### src/mrm_pkg.sv
package mrm_pkg;
    // Register indices; byte address is four times the index
    localparam logic [7:0] IDX_MODE = 8'h0B;
    localparam logic [7:0] IDX_PULL = 8'h0C;
    localparam logic [7:0] IDX_RAM_POS = 8'h10;
    localparam logic [7:0] IDX_REG_POS = 8'h11;
    localparam logic [7:0] IDX_EE_POS = 8'h12;
    localparam logic [7:0] IDX_DEBUG = 8'h20;
    localparam logic [7:0] IDX_STATUS = 8'h21;
    // Mode codes as {special_mode_not_bit, select B, select A}
    localparam logic [2:0] MODE_SPEC_SINGLE = 3'h0;
    localparam logic [2:0] MODE_SPEC_NARROW = 3'h1;
    localparam logic [2:0] MODE_SPEC_PERIPH = 3'h2;
    localparam logic [2:0] MODE_SPEC_WIDE = 3'h3;
    localparam logic [2:0] MODE_NORM_SINGLE = 3'h4;
    localparam logic [2:0] MODE_NORM_NARROW = 3'h5;
    localparam logic [2:0] MODE_RESERVED = 3'h6;
    localparam logic [2:0] MODE_NORM_WIDE = 3'h7;
    localparam logic [1:0] MODE_AB_PERIPH = 2'h2;
    // Field positions
    localparam int MODE_SPECIAL_MODE_NOT_BIT_BIT = 7;
    localparam int MODE_B_BIT = 6;
    localparam int MODE_A_BIT = 5;
    localparam int POS5_LSB = 3;
    localparam int POS4_LSB = 4;
    localparam int PULL_E_BIT = 0;
    localparam int PULL_AB_BIT = 1;
    localparam int DEBUG_EN_BIT = 0;
    // Reset values, EEPROM window offset and debug ROM page
    localparam logic [4:0] REG_POS_RESET = 5'h00;
    localparam logic [4:0] RAM_POS_RESET = 5'h01;
    localparam logic [3:0] EE_POS_RESET = 4'h0;
    localparam logic [11:0] EE_OFFSET_LOW = 12'hD00;
    localparam logic [7:0] DEBUG_ROM_PAGE = 8'hFF;
    // Cycles from reset release to the mode capture
    localparam logic [2:0] CAPTURE_CYCLES = 3'h5;
    // Port roles
    localparam logic [1:0] ROLE_GPIO = 2'h0;
    localparam logic [1:0] ROLE_ADDR_DATA = 2'h1;
    localparam logic [1:0] ROLE_ADDR_ONLY = 2'h2;
    localparam logic [1:0] ROLE_SLAVE_BUS = 2'h3;
    // Resource select positions
    localparam int SEL_ROM = 0;
    localparam int SEL_REG = 1;
    localparam int SEL_RAM = 2;
    localparam int SEL_EE = 3;
    localparam int SEL_PROG = 4;
    localparam int SEL_EXT = 5;
    typedef enum logic [1:0] {
        XFER_IDLE, XFER_HIGH, XFER_LOW, XFER_WIDE
    } mrm_xfer_type;
endpackage

### src/mrm_top.sv
// The APB register port and the placing of the registers were left to the implementer.
`timescale 1ns/1ps
// Functional notes
// - Latch debug and mode pins at reset release
// - Pullup debug pin, pulldown mode pins in reset
// - Decode seven modes from three pins; reserved code taken as peripheral
// - Wide: port A/B carry address and data
// - Narrow: A high address/data, B low address
// - Single chip: no bus, ports general I/O
// - Reset enables E pullups, disables A/B
// - Expanded (narrow and wide): port E bus-control outputs
// - Narrow transfers split high byte then low
// - Special single chip: debug active, no vector
// - Peripheral: CPU off, only reset changes it
// - Elsewhere debug activates only once enabled
// - Active debug ROM owns top page
// - Debug memory access uses idle bus cycles
// - Normal modes: position registers write once
// - New mapping acts two cycles after write
// - Decode precedence debug ROM down to external
// - Expanded: unclaimed addresses go external
// - Mode bit write rules and refused codes
// - Reset positions of registers, RAM, EEPROM
// - Register block on any 2-Kbyte boundary
module mrm_top #(
    parameter int ADDR_WIDTH = 10
) (
    input wire logic REF_CLK_IN,
    input wire logic RESET_N_IN,
    input wire logic PSEL_IN,
    input wire logic PENABLE_IN,
    input wire logic PWRITE_IN,
    input wire logic [ADDR_WIDTH-1:0] PADDR_IN,
    input wire logic [31:0] PWDATA_IN,
    output logic [31:0] PRDATA_OUT,
    output logic PREADY_OUT,
    output logic PSLVERR_OUT,
    input wire logic BACKGROUND_DEBUG_PIN_IN,
    input wire logic MODE_SELECT_B_PIN_IN,
    input wire logic MODE_SELECT_A_PIN_IN,
    output logic BACKGROUND_DEBUG_PULLUP_OUT,
    output logic MODE_SELECT_PULLDOWN_OUT,
    output logic MODE_VALID_OUT,
    output logic [2:0] MODE_OUT,
    output logic CPU_ACTIVE_OUT,
    output logic FETCH_RESET_VECTOR_OUT,
    output logic [1:0] PORT_A_ROLE_OUT,
    output logic [1:0] PORT_B_ROLE_OUT,
    output logic PORT_E_BUS_CTRL_OUT,
    output logic PORT_E_PULLUP_OUT,
    output logic PORT_AB_PULLUP_OUT,
    input wire logic DEBUG_ENABLE_CMD_IN,
    input wire logic DEBUG_ACTIVATE_CMD_IN,
    input wire logic ENTER_BACKGROUND_INSTRUCTION_IN,
    input wire logic DEBUG_EXIT_IN,
    output logic DEBUG_ACTIVE_OUT,
    input wire logic DEBUG_MEM_REQ_IN,
    input wire logic CPU_BUS_IDLE_IN,
    output logic DEBUG_MEM_GRANT_OUT,
    input wire logic EXT_REQ_IN,
    output logic EXT_READY_OUT,
    output logic EXT_HIGH_BYTE_OUT,
    output logic EXT_LOW_BYTE_OUT,
    output logic EXT_WORD_OUT,
    input wire logic CPU_ACCESS_IN,
    input wire logic [15:0] CPU_ADDR_IN,
    output logic SEL_DEBUG_ROM_OUT,
    output logic SEL_REG_BLOCK_OUT,
    output logic SEL_RAM_OUT,
    output logic SEL_EEPROM_OUT,
    output logic SEL_PROGRAM_OUT,
    output logic SEL_EXTERNAL_OUT
);
////////////////////////////////////////////////////////////////////////////
// Declarations
logic [2:0] pin_raw, sync1, sync2, sync3, pin_filt, cap_count, mode;
logic captured, capture_now, special_mode_not_bit, mode_select_b_pin, mode_select_a_pin, special_mode_not_bit_wr_seen, mode_wr_used;
logic special, periph, expanded, narrow, single_chip, pull_e, pull_ab;
logic [4:0] reg_pos, ram_pos, reg_pos_eff, ram_pos_eff, wd_reg_field;
logic [3:0] ee_pos, ee_pos_eff;
logic reg_pos_used, ram_pos_used, ee_pos_used, debug_enable, debug_active;
logic acc, hit, wr_mode, wr_reg_pos, ab_ok;
logic [7:0] idx;
logic [1:0] wd_ab;
logic [31:0] next_rdata;
logic [5:0] sel;
mrm_pkg::mrm_xfer_type xfer_state;
////////////////////////////////////////////////////////////////////////////
// Pin synchronisers and reset-time capture
assign pin_raw = {BACKGROUND_DEBUG_PIN_IN, MODE_SELECT_B_PIN_IN,
                  MODE_SELECT_A_PIN_IN};
always_ff @(posedge REF_CLK_IN) begin
    {sync3, sync2, sync1} <= {sync2, sync1, pin_raw};
end
for (genvar i = 0; i < 3; i++) begin : g_filt
    always_ff @(posedge REF_CLK_IN or negedge RESET_N_IN) begin
        if (!RESET_N_IN) begin
            pin_filt[i] <= mrm_pkg::MODE_NORM_SINGLE[i];
        end else if (sync2[i] == sync3[i]) begin
            pin_filt[i] <= sync3[i];
        end
    end
end
always_ff @(posedge REF_CLK_IN or negedge RESET_N_IN) begin
    if (!RESET_N_IN) begin
        cap_count <= 3'h0;
        captured <= 1'b0;
    end else if (!captured) begin
        cap_count <= cap_count + 3'h1;
        captured <= capture_now;
    end
end
assign capture_now = !captured && (cap_count == mrm_pkg::CAPTURE_CYCLES);
assign BACKGROUND_DEBUG_PULLUP_OUT = !captured;
assign MODE_SELECT_PULLDOWN_OUT = !captured;
assign MODE_VALID_OUT = captured;
////////////////////////////////////////////////////////////////////////////
// APB decode
assign idx = PADDR_IN[9:2];
assign acc = PSEL_IN && PENABLE_IN;
assign hit = (PADDR_IN[1:0] == 2'h0) && (idx inside {mrm_pkg::IDX_MODE,
    mrm_pkg::IDX_PULL, mrm_pkg::IDX_RAM_POS, mrm_pkg::IDX_REG_POS,
    mrm_pkg::IDX_EE_POS, mrm_pkg::IDX_DEBUG, mrm_pkg::IDX_STATUS});
assign PREADY_OUT = 1'b1;
assign PSLVERR_OUT = acc && !hit;
assign wr_mode = acc && PWRITE_IN && hit && idx == mrm_pkg::IDX_MODE;
assign wr_reg_pos = acc && PWRITE_IN && hit &&
                    idx == mrm_pkg::IDX_REG_POS && (!special_mode_not_bit || !reg_pos_used);
assign wd_reg_field = PWDATA_IN[mrm_pkg::POS5_LSB +: 5];
assign wd_ab = {PWDATA_IN[mrm_pkg::MODE_B_BIT],
                PWDATA_IN[mrm_pkg::MODE_A_BIT]};
////////////////////////////////////////////////////////////////////////////
// Mode register
assign mode = {special_mode_not_bit, mode_select_b_pin, mode_select_a_pin};
assign special = !special_mode_not_bit;
assign periph = (mode == mrm_pkg::MODE_SPEC_PERIPH);
assign narrow = (mode == mrm_pkg::MODE_SPEC_NARROW) ||
                (mode == mrm_pkg::MODE_NORM_NARROW);
assign expanded = narrow || (mode == mrm_pkg::MODE_SPEC_WIDE) ||
                  (mode == mrm_pkg::MODE_NORM_WIDE);
assign single_chip = (mode == mrm_pkg::MODE_SPEC_SINGLE) ||
                     (mode == mrm_pkg::MODE_NORM_SINGLE);
assign ab_ok = (special || !mode_wr_used) && !periph &&
               (wd_ab != mrm_pkg::MODE_AB_PERIPH);
always_ff @(posedge REF_CLK_IN or negedge RESET_N_IN) begin
    if (!RESET_N_IN) begin
        {special_mode_not_bit, mode_select_b_pin, mode_select_a_pin} <= mrm_pkg::MODE_NORM_SINGLE;
        special_mode_not_bit_wr_seen <= 1'b0;
        mode_wr_used <= 1'b0;
    end else if (capture_now) begin
        if (pin_filt == mrm_pkg::MODE_RESERVED) begin
            {special_mode_not_bit, mode_select_b_pin, mode_select_a_pin} <= mrm_pkg::MODE_SPEC_PERIPH;
        end else begin
            {special_mode_not_bit, mode_select_b_pin, mode_select_a_pin} <= pin_filt;
        end
    end else if (wr_mode) begin
        if (special && !periph) begin
            special_mode_not_bit_wr_seen <= 1'b1;
            if (special_mode_not_bit_wr_seen) begin
                special_mode_not_bit <= PWDATA_IN[mrm_pkg::MODE_SPECIAL_MODE_NOT_BIT_BIT];
            end
        end
        if (ab_ok) begin
            {mode_select_b_pin, mode_select_a_pin} <= wd_ab;
        end
        mode_wr_used <= mode_wr_used || special_mode_not_bit;
    end
end
assign MODE_OUT = mode;
////////////////////////////////////////////////////////////////////////////
// Position registers and their delayed effective copies
always_ff @(posedge REF_CLK_IN or negedge RESET_N_IN) begin
    if (!RESET_N_IN) begin
        reg_pos <= mrm_pkg::REG_POS_RESET;
        ram_pos <= mrm_pkg::RAM_POS_RESET;
        ee_pos <= mrm_pkg::EE_POS_RESET;
        {reg_pos_used, ram_pos_used, ee_pos_used} <= 3'h0;
        reg_pos_eff <= mrm_pkg::REG_POS_RESET;
        ram_pos_eff <= mrm_pkg::RAM_POS_RESET;
        ee_pos_eff <= mrm_pkg::EE_POS_RESET;
    end else begin
        reg_pos_eff <= reg_pos;
        ram_pos_eff <= ram_pos;
        ee_pos_eff <= ee_pos;
        if (wr_reg_pos) begin
            reg_pos <= wd_reg_field;
            reg_pos_used <= 1'b1;
        end
        if (acc && PWRITE_IN && idx == mrm_pkg::IDX_RAM_POS && hit &&
            (special || !ram_pos_used)) begin
            ram_pos <= PWDATA_IN[mrm_pkg::POS5_LSB +: 5];
            ram_pos_used <= 1'b1;
        end
        if (acc && PWRITE_IN && idx == mrm_pkg::IDX_EE_POS && hit &&
            (special || !ee_pos_used)) begin
            ee_pos <= PWDATA_IN[mrm_pkg::POS4_LSB +: 4];
            ee_pos_used <= 1'b1;
        end
    end
end
////////////////////////////////////////////////////////////////////////////
// Pullups and port roles
always_ff @(posedge REF_CLK_IN or negedge RESET_N_IN) begin
    if (!RESET_N_IN) begin
        pull_e <= 1'b1;
        pull_ab <= 1'b0;
    end else if (acc && PWRITE_IN && hit && idx == mrm_pkg::IDX_PULL) begin
        pull_e <= PWDATA_IN[mrm_pkg::PULL_E_BIT];
        pull_ab <= PWDATA_IN[mrm_pkg::PULL_AB_BIT];
    end
end
assign PORT_E_PULLUP_OUT = pull_e;
assign PORT_AB_PULLUP_OUT = pull_ab;
always_ff @(posedge REF_CLK_IN or negedge RESET_N_IN) begin
    if (!RESET_N_IN) begin
        PORT_A_ROLE_OUT <= mrm_pkg::ROLE_GPIO;
        PORT_B_ROLE_OUT <= mrm_pkg::ROLE_GPIO;
        PORT_E_BUS_CTRL_OUT <= 1'b0;
        CPU_ACTIVE_OUT <= 1'b0;
    end else begin
        CPU_ACTIVE_OUT <= captured && !periph;
        PORT_E_BUS_CTRL_OUT <= captured && expanded;
        PORT_A_ROLE_OUT <= (!captured || single_chip) ?
            mrm_pkg::ROLE_GPIO : periph ? mrm_pkg::ROLE_SLAVE_BUS :
            mrm_pkg::ROLE_ADDR_DATA;
        PORT_B_ROLE_OUT <= (!captured || single_chip) ?
            mrm_pkg::ROLE_GPIO : periph ? mrm_pkg::ROLE_SLAVE_BUS :
            narrow ? mrm_pkg::ROLE_ADDR_ONLY :
            mrm_pkg::ROLE_ADDR_DATA;
    end
end
////////////////////////////////////////////////////////////////////////////
// Background debug state
always_ff @(posedge REF_CLK_IN or negedge RESET_N_IN) begin
    if (!RESET_N_IN) begin
        debug_enable <= 1'b0;
        debug_active <= 1'b0;
        FETCH_RESET_VECTOR_OUT <= 1'b0;
    end else begin
        FETCH_RESET_VECTOR_OUT <= capture_now && !periph_code(pin_filt) &&
            pin_filt != mrm_pkg::MODE_SPEC_SINGLE;
        if (capture_now && pin_filt == mrm_pkg::MODE_SPEC_SINGLE) begin
            debug_enable <= 1'b1;
            debug_active <= 1'b1;
        end else begin
            if (DEBUG_ENABLE_CMD_IN) begin
                debug_enable <= 1'b1;
            end else if (acc && PWRITE_IN && hit &&
                         idx == mrm_pkg::IDX_DEBUG) begin
                debug_enable <= PWDATA_IN[mrm_pkg::DEBUG_EN_BIT];
            end
            if (debug_enable && captured && !periph &&
                (DEBUG_ACTIVATE_CMD_IN ||
                 ENTER_BACKGROUND_INSTRUCTION_IN)) begin
                debug_active <= 1'b1;
            end else if (DEBUG_EXIT_IN) begin
                debug_active <= 1'b0;
            end
        end
    end
end
function automatic logic periph_code(input logic [2:0] code);
    periph_code = (code == mrm_pkg::MODE_SPEC_PERIPH) ||
                  (code == mrm_pkg::MODE_RESERVED);
endfunction
assign DEBUG_ACTIVE_OUT = debug_active;
assign DEBUG_MEM_GRANT_OUT = DEBUG_MEM_REQ_IN && CPU_BUS_IDLE_IN;
////////////////////////////////////////////////////////////////////////////
// External transfer sequencer
always_ff @(posedge REF_CLK_IN or negedge RESET_N_IN) begin
    if (!RESET_N_IN) begin
        xfer_state <= mrm_pkg::XFER_IDLE;
    end else begin
        case (xfer_state)
            mrm_pkg::XFER_IDLE: begin
                if (EXT_REQ_IN && expanded && captured) begin
                    xfer_state <= narrow ? mrm_pkg::XFER_HIGH
                                         : mrm_pkg::XFER_WIDE;
                end
            end
            mrm_pkg::XFER_HIGH: xfer_state <= mrm_pkg::XFER_LOW;
            mrm_pkg::XFER_LOW: xfer_state <= mrm_pkg::XFER_IDLE;
            mrm_pkg::XFER_WIDE: xfer_state <= mrm_pkg::XFER_IDLE;
            default: xfer_state <= mrm_pkg::XFER_IDLE;
        endcase
    end
end
assign EXT_READY_OUT = (xfer_state == mrm_pkg::XFER_IDLE);
assign EXT_HIGH_BYTE_OUT = (xfer_state == mrm_pkg::XFER_HIGH);
assign EXT_LOW_BYTE_OUT = (xfer_state == mrm_pkg::XFER_LOW);
assign EXT_WORD_OUT = (xfer_state == mrm_pkg::XFER_WIDE);
////////////////////////////////////////////////////////////////////////////
// Address decoder
always_comb begin
    sel = 6'h00;
    if (!CPU_ACCESS_IN) begin
        sel = 6'h00;
    end else if (debug_active &&
                 CPU_ADDR_IN[15:8] == mrm_pkg::DEBUG_ROM_PAGE) begin
        sel[mrm_pkg::SEL_ROM] = 1'b1;
    end else if (CPU_ADDR_IN[15:11] == reg_pos_eff &&
                 CPU_ADDR_IN[10:9] == 2'h0) begin
        sel[mrm_pkg::SEL_REG] = 1'b1;
    end else if (CPU_ADDR_IN[15:11] == ram_pos_eff && !CPU_ADDR_IN[10]) begin
        sel[mrm_pkg::SEL_RAM] = 1'b1;
    end else if (CPU_ADDR_IN[15:12] == ee_pos_eff &&
                 CPU_ADDR_IN[11:0] >= mrm_pkg::EE_OFFSET_LOW) begin
        sel[mrm_pkg::SEL_EE] = 1'b1;
    end else if (single_chip && CPU_ADDR_IN[15]) begin
        sel[mrm_pkg::SEL_PROG] = 1'b1;
    end else if (expanded) begin
        sel[mrm_pkg::SEL_EXT] = 1'b1;
    end
end
assign SEL_DEBUG_ROM_OUT = sel[mrm_pkg::SEL_ROM];
assign SEL_REG_BLOCK_OUT = sel[mrm_pkg::SEL_REG];
assign SEL_RAM_OUT = sel[mrm_pkg::SEL_RAM];
assign SEL_EEPROM_OUT = sel[mrm_pkg::SEL_EE];
assign SEL_PROGRAM_OUT = sel[mrm_pkg::SEL_PROG];
assign SEL_EXTERNAL_OUT = sel[mrm_pkg::SEL_EXT];
////////////////////////////////////////////////////////////////////////////
// Read data
always_comb begin
    next_rdata = 32'h0000_0000;
    case (idx)
        mrm_pkg::IDX_MODE: next_rdata[7:5] = mode;
        mrm_pkg::IDX_PULL: next_rdata[1:0] = {pull_ab, pull_e};
        mrm_pkg::IDX_RAM_POS: next_rdata[7:3] = ram_pos;
        mrm_pkg::IDX_REG_POS: next_rdata[7:3] = reg_pos;
        mrm_pkg::IDX_EE_POS: next_rdata[7:4] = ee_pos;
        mrm_pkg::IDX_DEBUG: next_rdata[0] = debug_enable;
        mrm_pkg::IDX_STATUS: next_rdata[3:0] = {captured, CPU_ACTIVE_OUT,
                                                debug_active, debug_enable};
        default: next_rdata = 32'h0000_0000;
    endcase
end
always_ff @(posedge REF_CLK_IN or negedge RESET_N_IN) begin
    if (!RESET_N_IN) begin
        PRDATA_OUT <= 32'h0000_0000;
    end else if (PSEL_IN && !PENABLE_IN) begin
        PRDATA_OUT <= hit ? next_rdata : 32'h0000_0000;
    end
end
endmodule

### config.mk
export PLATFORM = sky130hd
export DESIGN_NAME = mrm_top
export DESIGN_NICKNAME = d
export VERILOG_FILES = /design/src/mrm_pkg.sv /design/src/mrm_top.sv
export SDC_FILE = /design/constraint.sdc
export NUM_CORES = 1
export LEC_CHECK = 0
export ABC_AREA = 0
export CORE_MARGIN = 4
export CORE_UTILIZATION = 45
export DETAILED_ROUTE_END_ITERATION = 10
export DONT_BUFFER_PORTS = 1
export PLACE_DENSITY = 0.61
export SLEW_MARGIN = 10
export SYNTH_ARGS = -nofsm -noshare
export SYNTH_HDL_FRONTEND = slang
export SYNTH_SLANG_ARGS = --single-unit
### constraint.sdc
create_clock -name REF_CLK_IN -period 2.4 [get_ports REF_CLK_IN]
set_clock_uncertainty 0.05 [all_clocks]
set_input_delay 0.12 -clock REF_CLK_IN [delete_from_list [all_inputs] [get_ports REF_CLK_IN]]
set_output_delay 0.12 -clock REF_CLK_IN [all_outputs]
set_load 0.01 [all_outputs]
==> results_dict.tcl <==
set metrics [dict create \
    antenna_found_initial 0 \
    drt_first_iter_violations 133 \
    avgSynthCellArea_um2 11.5 \
    synth_seq_cells 73 \
    drv_slew 0 \
    fillCellCount 656 \
    seq_area_frac_synth_pct 52.5 \
    synth_top_cell_by_area "dfrtp_1" \
    boundaryPins 135 \
    vias 2306 \
    fin_setup_tns_ps 0 \
    holdPathStages 3 \
    cp.required_ps 2590 \
    holdWs_ps 19.4 \
    peakVddDrop_uv 482 \
    cts_made_buffers 9 \
    initial_core_util_pct 46.7 \
    crit_chain "dlygate4sd3_1 -> or4_1 -> nor2b_1 -> nand3_1 -> mux2_2 -> dlygate4sd3_1" \
    post_cts_buffers 0 \
    synth_area_leaders "dfrtp_1 (43%), buf_4 (6.4%), mux2_2 (6.3%)" \
    netlist_area_um2 3400 \
    synth_edf_count 0 \
    die_area_um2 9020 \
    clock-sinks 73 \
    postCtsResizedCells 0 \
    grt_pass1_wl_mm 11.9 \
    ys_top_cells_by_count "dfrtp_1 (59), buf_4 (29), mux2_2 (19), nand2_1 (15), nor2_1 (15)" \
    grt_pass1_vias 2280 \
    ant_nets 0 \
    status "finished clean" \
    n_antenna_cell 0 \
    drt_pre_antenna_iters 4 \
    r2r.worst_path.cells 3 \
    cts_root_buffer "clkbuf_8" \
    core-area_um2 7290 \
    grt_use_total_pct 17.7 \
    critPathLaunchType "input port" \
    gp_congestion 0.788 \
    portBuffers 0 \
    htree_levels 3 \
    grt_setup_unrepaired "false" \
    dp_slack_ps 573 \
    slew_headroom_pct 43.6 \
    min_period_ps 2260 \
    die_y_um 95.0 \
    cp_common_cell "dlygate4sd3_1" \
    arrival_ps 2460 \
    stdcell_area_um2 3900 \
    dp.cells 384 \
    ys_types 56 \
    gr-total-overflow 0 \
    max_cap_viol_count 0 \
    end_kind "flip-flop" \
    period_share_pct 94.3 \
    via_per_inst 5.38 \
    clkTransAtPathRegs_ps 80 \
    yosys_warnings 0 \
    finalSetupViolCount 0 \
    leakagePower_nw 1.70 \
    synth_top_area_share_pct 43.4 \
    instances_no_fill 429 \
    grt_max_degree 65 \
    cts_tree "done" \
    crit_type "in -> reg" \
    synth_most_common_cell "dfrtp_1" \
    max-clock-path-buffers 2 \
    placed_cell_area_um2 3380 \
    clock_latency_ps 350 \
    max_stage_delay_ps 590 \
    worst_pin_slew_ps 834 \
    async_flop_share_pct 87.7 \
    setup_slack_ps 136 \
    layout-drive-gt1-share_pct 15.2 \
    multi_input_area_um2 1430 \
    place.detailed.hpwl_mm 5.28 \
    hold_class "in -> reg" \
    fmax_ghz 0.442 \
    regArea_um2 1790 \
    std_cell_rows 31 \
    die_x_um 95.0 \
    power.density_nw_per_um2 645 \
    synthFlopType "dfrtp_1" \
    post-route-drc-count 0 \
    avgRoutedWirePerCell_um 17.4 \
    wl_mm 7.45 \
    hold_viol_final 0 \
    areaGrowthSynthToFinish_pct 14.6 \
    postSynthCellCount 297 \
    nets 401 \
    crit_slowest_cell "dlygate4sd3_1" \
    critPathMaxFanout 4 \
]
repair_timing:
| item | 4_1_cts | 5_1_grt |
|---|---|---|
| hold buffers | 29 | 0 |
| setup endpoints to repair | 0 | 0 |
| endpoints found under the hold margin | 95 | 0 |
cells in the final DEF, fill, tap and decap left out, types with 3 or more instances in the layout:
cell type / netlist / layout
a22o_1: 5 / 5
dfstp_2: 5 / 5
o21ai_0: 3 / 3
o31ai_1: 6 / 6
clkinvlp_4: 0 / 3
a21oi_1: 7 / 7
nor2b_1: 5 / 5
inv_1: 5 / 5
or4_1: 3 / 3
mux2_2: 19 / 19
dfrtp_1: 59 / 59
xnor2_1: 12 / 12
nand3b_1: 3 / 3
mux2i_1: 3 / 3
nor4b_1: 3 / 3
conb_1: 2 / 25
nor3_1: 5 / 5
nor4_1: 6 / 6
and2_1: 5 / 5
xor2_1: 4 / 4
dfxtp_1: 9 / 9
maj3_1: 3 / 3
nand2_1: 15 / 15
nand4_1: 5 / 5
dlygate4sd3_1: 0 / 28
clkbuf_8: 0 / 9
nor2_1: 15 / 15
nand3_1: 14 / 14
nand2b_1: 4 / 4
state kept, by name, summed over array words and instances (netlist names), 2 cells and up:
signal	cells
ee_pos	4
pin_filt	3
xfer_state	2
cap_count	3
PORT_A_ROLE_OUT	2
PORT_B_ROLE_OUT	2
ee_pos_eff	4
reg_pos_eff	5
ram_pos	5
ram_pos_eff	5
sync3	3
sync2	3
PRDATA_OUT	8
reg_pos	5
sync1	3
worst max-delay path, delay by kind of cell:
kind | cells | cell delay, ps
buffers and inverters | 2 | 1150
and+or+nand+nor | 3 | 890
muxes | 1 | 290
worst paths after layout:
check,from,slack [ps],end
worst min register to register,sync1[0],280,sync2[0]
worst max-delay path,PADDR_IN[8],140,PORT_AB_PULLUP_OUT
min in group asynchronous,RESET_N_IN,260,mode_select_b_pin
worst min-delay path,PADDR_IN[7],20,reg_pos_used
worst max register to register,mode_select_b_pin,180,DEBUG_ACTIVE_OUT
max in group asynchronous,RESET_N_IN,1750,ram_pos_eff[0]
logic make-up after synthesis:
family / count (synthesis) / share of synthesized area [%]
AOI/OAI and AO/OA: 45 / 10.6
xor gates and xnor gates: 16 / 4.12
adders and majority gates: 5 / 1.62
buffers and inverters: 42 / 7.90
DFF: 73 / 52.5
muxes: 22 / 7.17
other: 2 / 0.221
and+or+nand+nor: 92 / 15.9
layer usage:
metal,track usage (%),share of wire [%],vias up
met5,0,0,-
met4,7.69,1.9,0
met3,6.29,9.5,13
met2,27.2,46,99
met1,22.4,42,1125
li1,-,-,1069
power by group:
| group | switching (mW) | total, mW | internal (mW) |
|---|---|---|---|
| Combinational | 0.105 | 0.186 | 0.0805 |
| Sequential | 0.0488 | 1.31 | 1.27 |
| Clock | 0.468 | 1.02 | 0.547 |
| Total | 0.623 | 2.52 | 1.89 |
final cells by class:
type,count,area share (%)
clock buffer,11,3.91
clock inverter,5,1.57
inverter,5,0.481
multi-input combinational,205,36.7
sequential,73,45.8
tap,99,3.18
timing repair buffer,31,8.28
metrics by stage:
step           total power, mW  utilization, %
2_1_floorplan             1.47               -
3_3_place_gp              1.46            46.3
3_5_place_dp              1.46            46.3
4_1_cts                   2.55            53.5
5_1_grt                   2.63            53.5
6_report                  2.52            53.5
No activity file was read; power rests on OpenSTA's default activity.
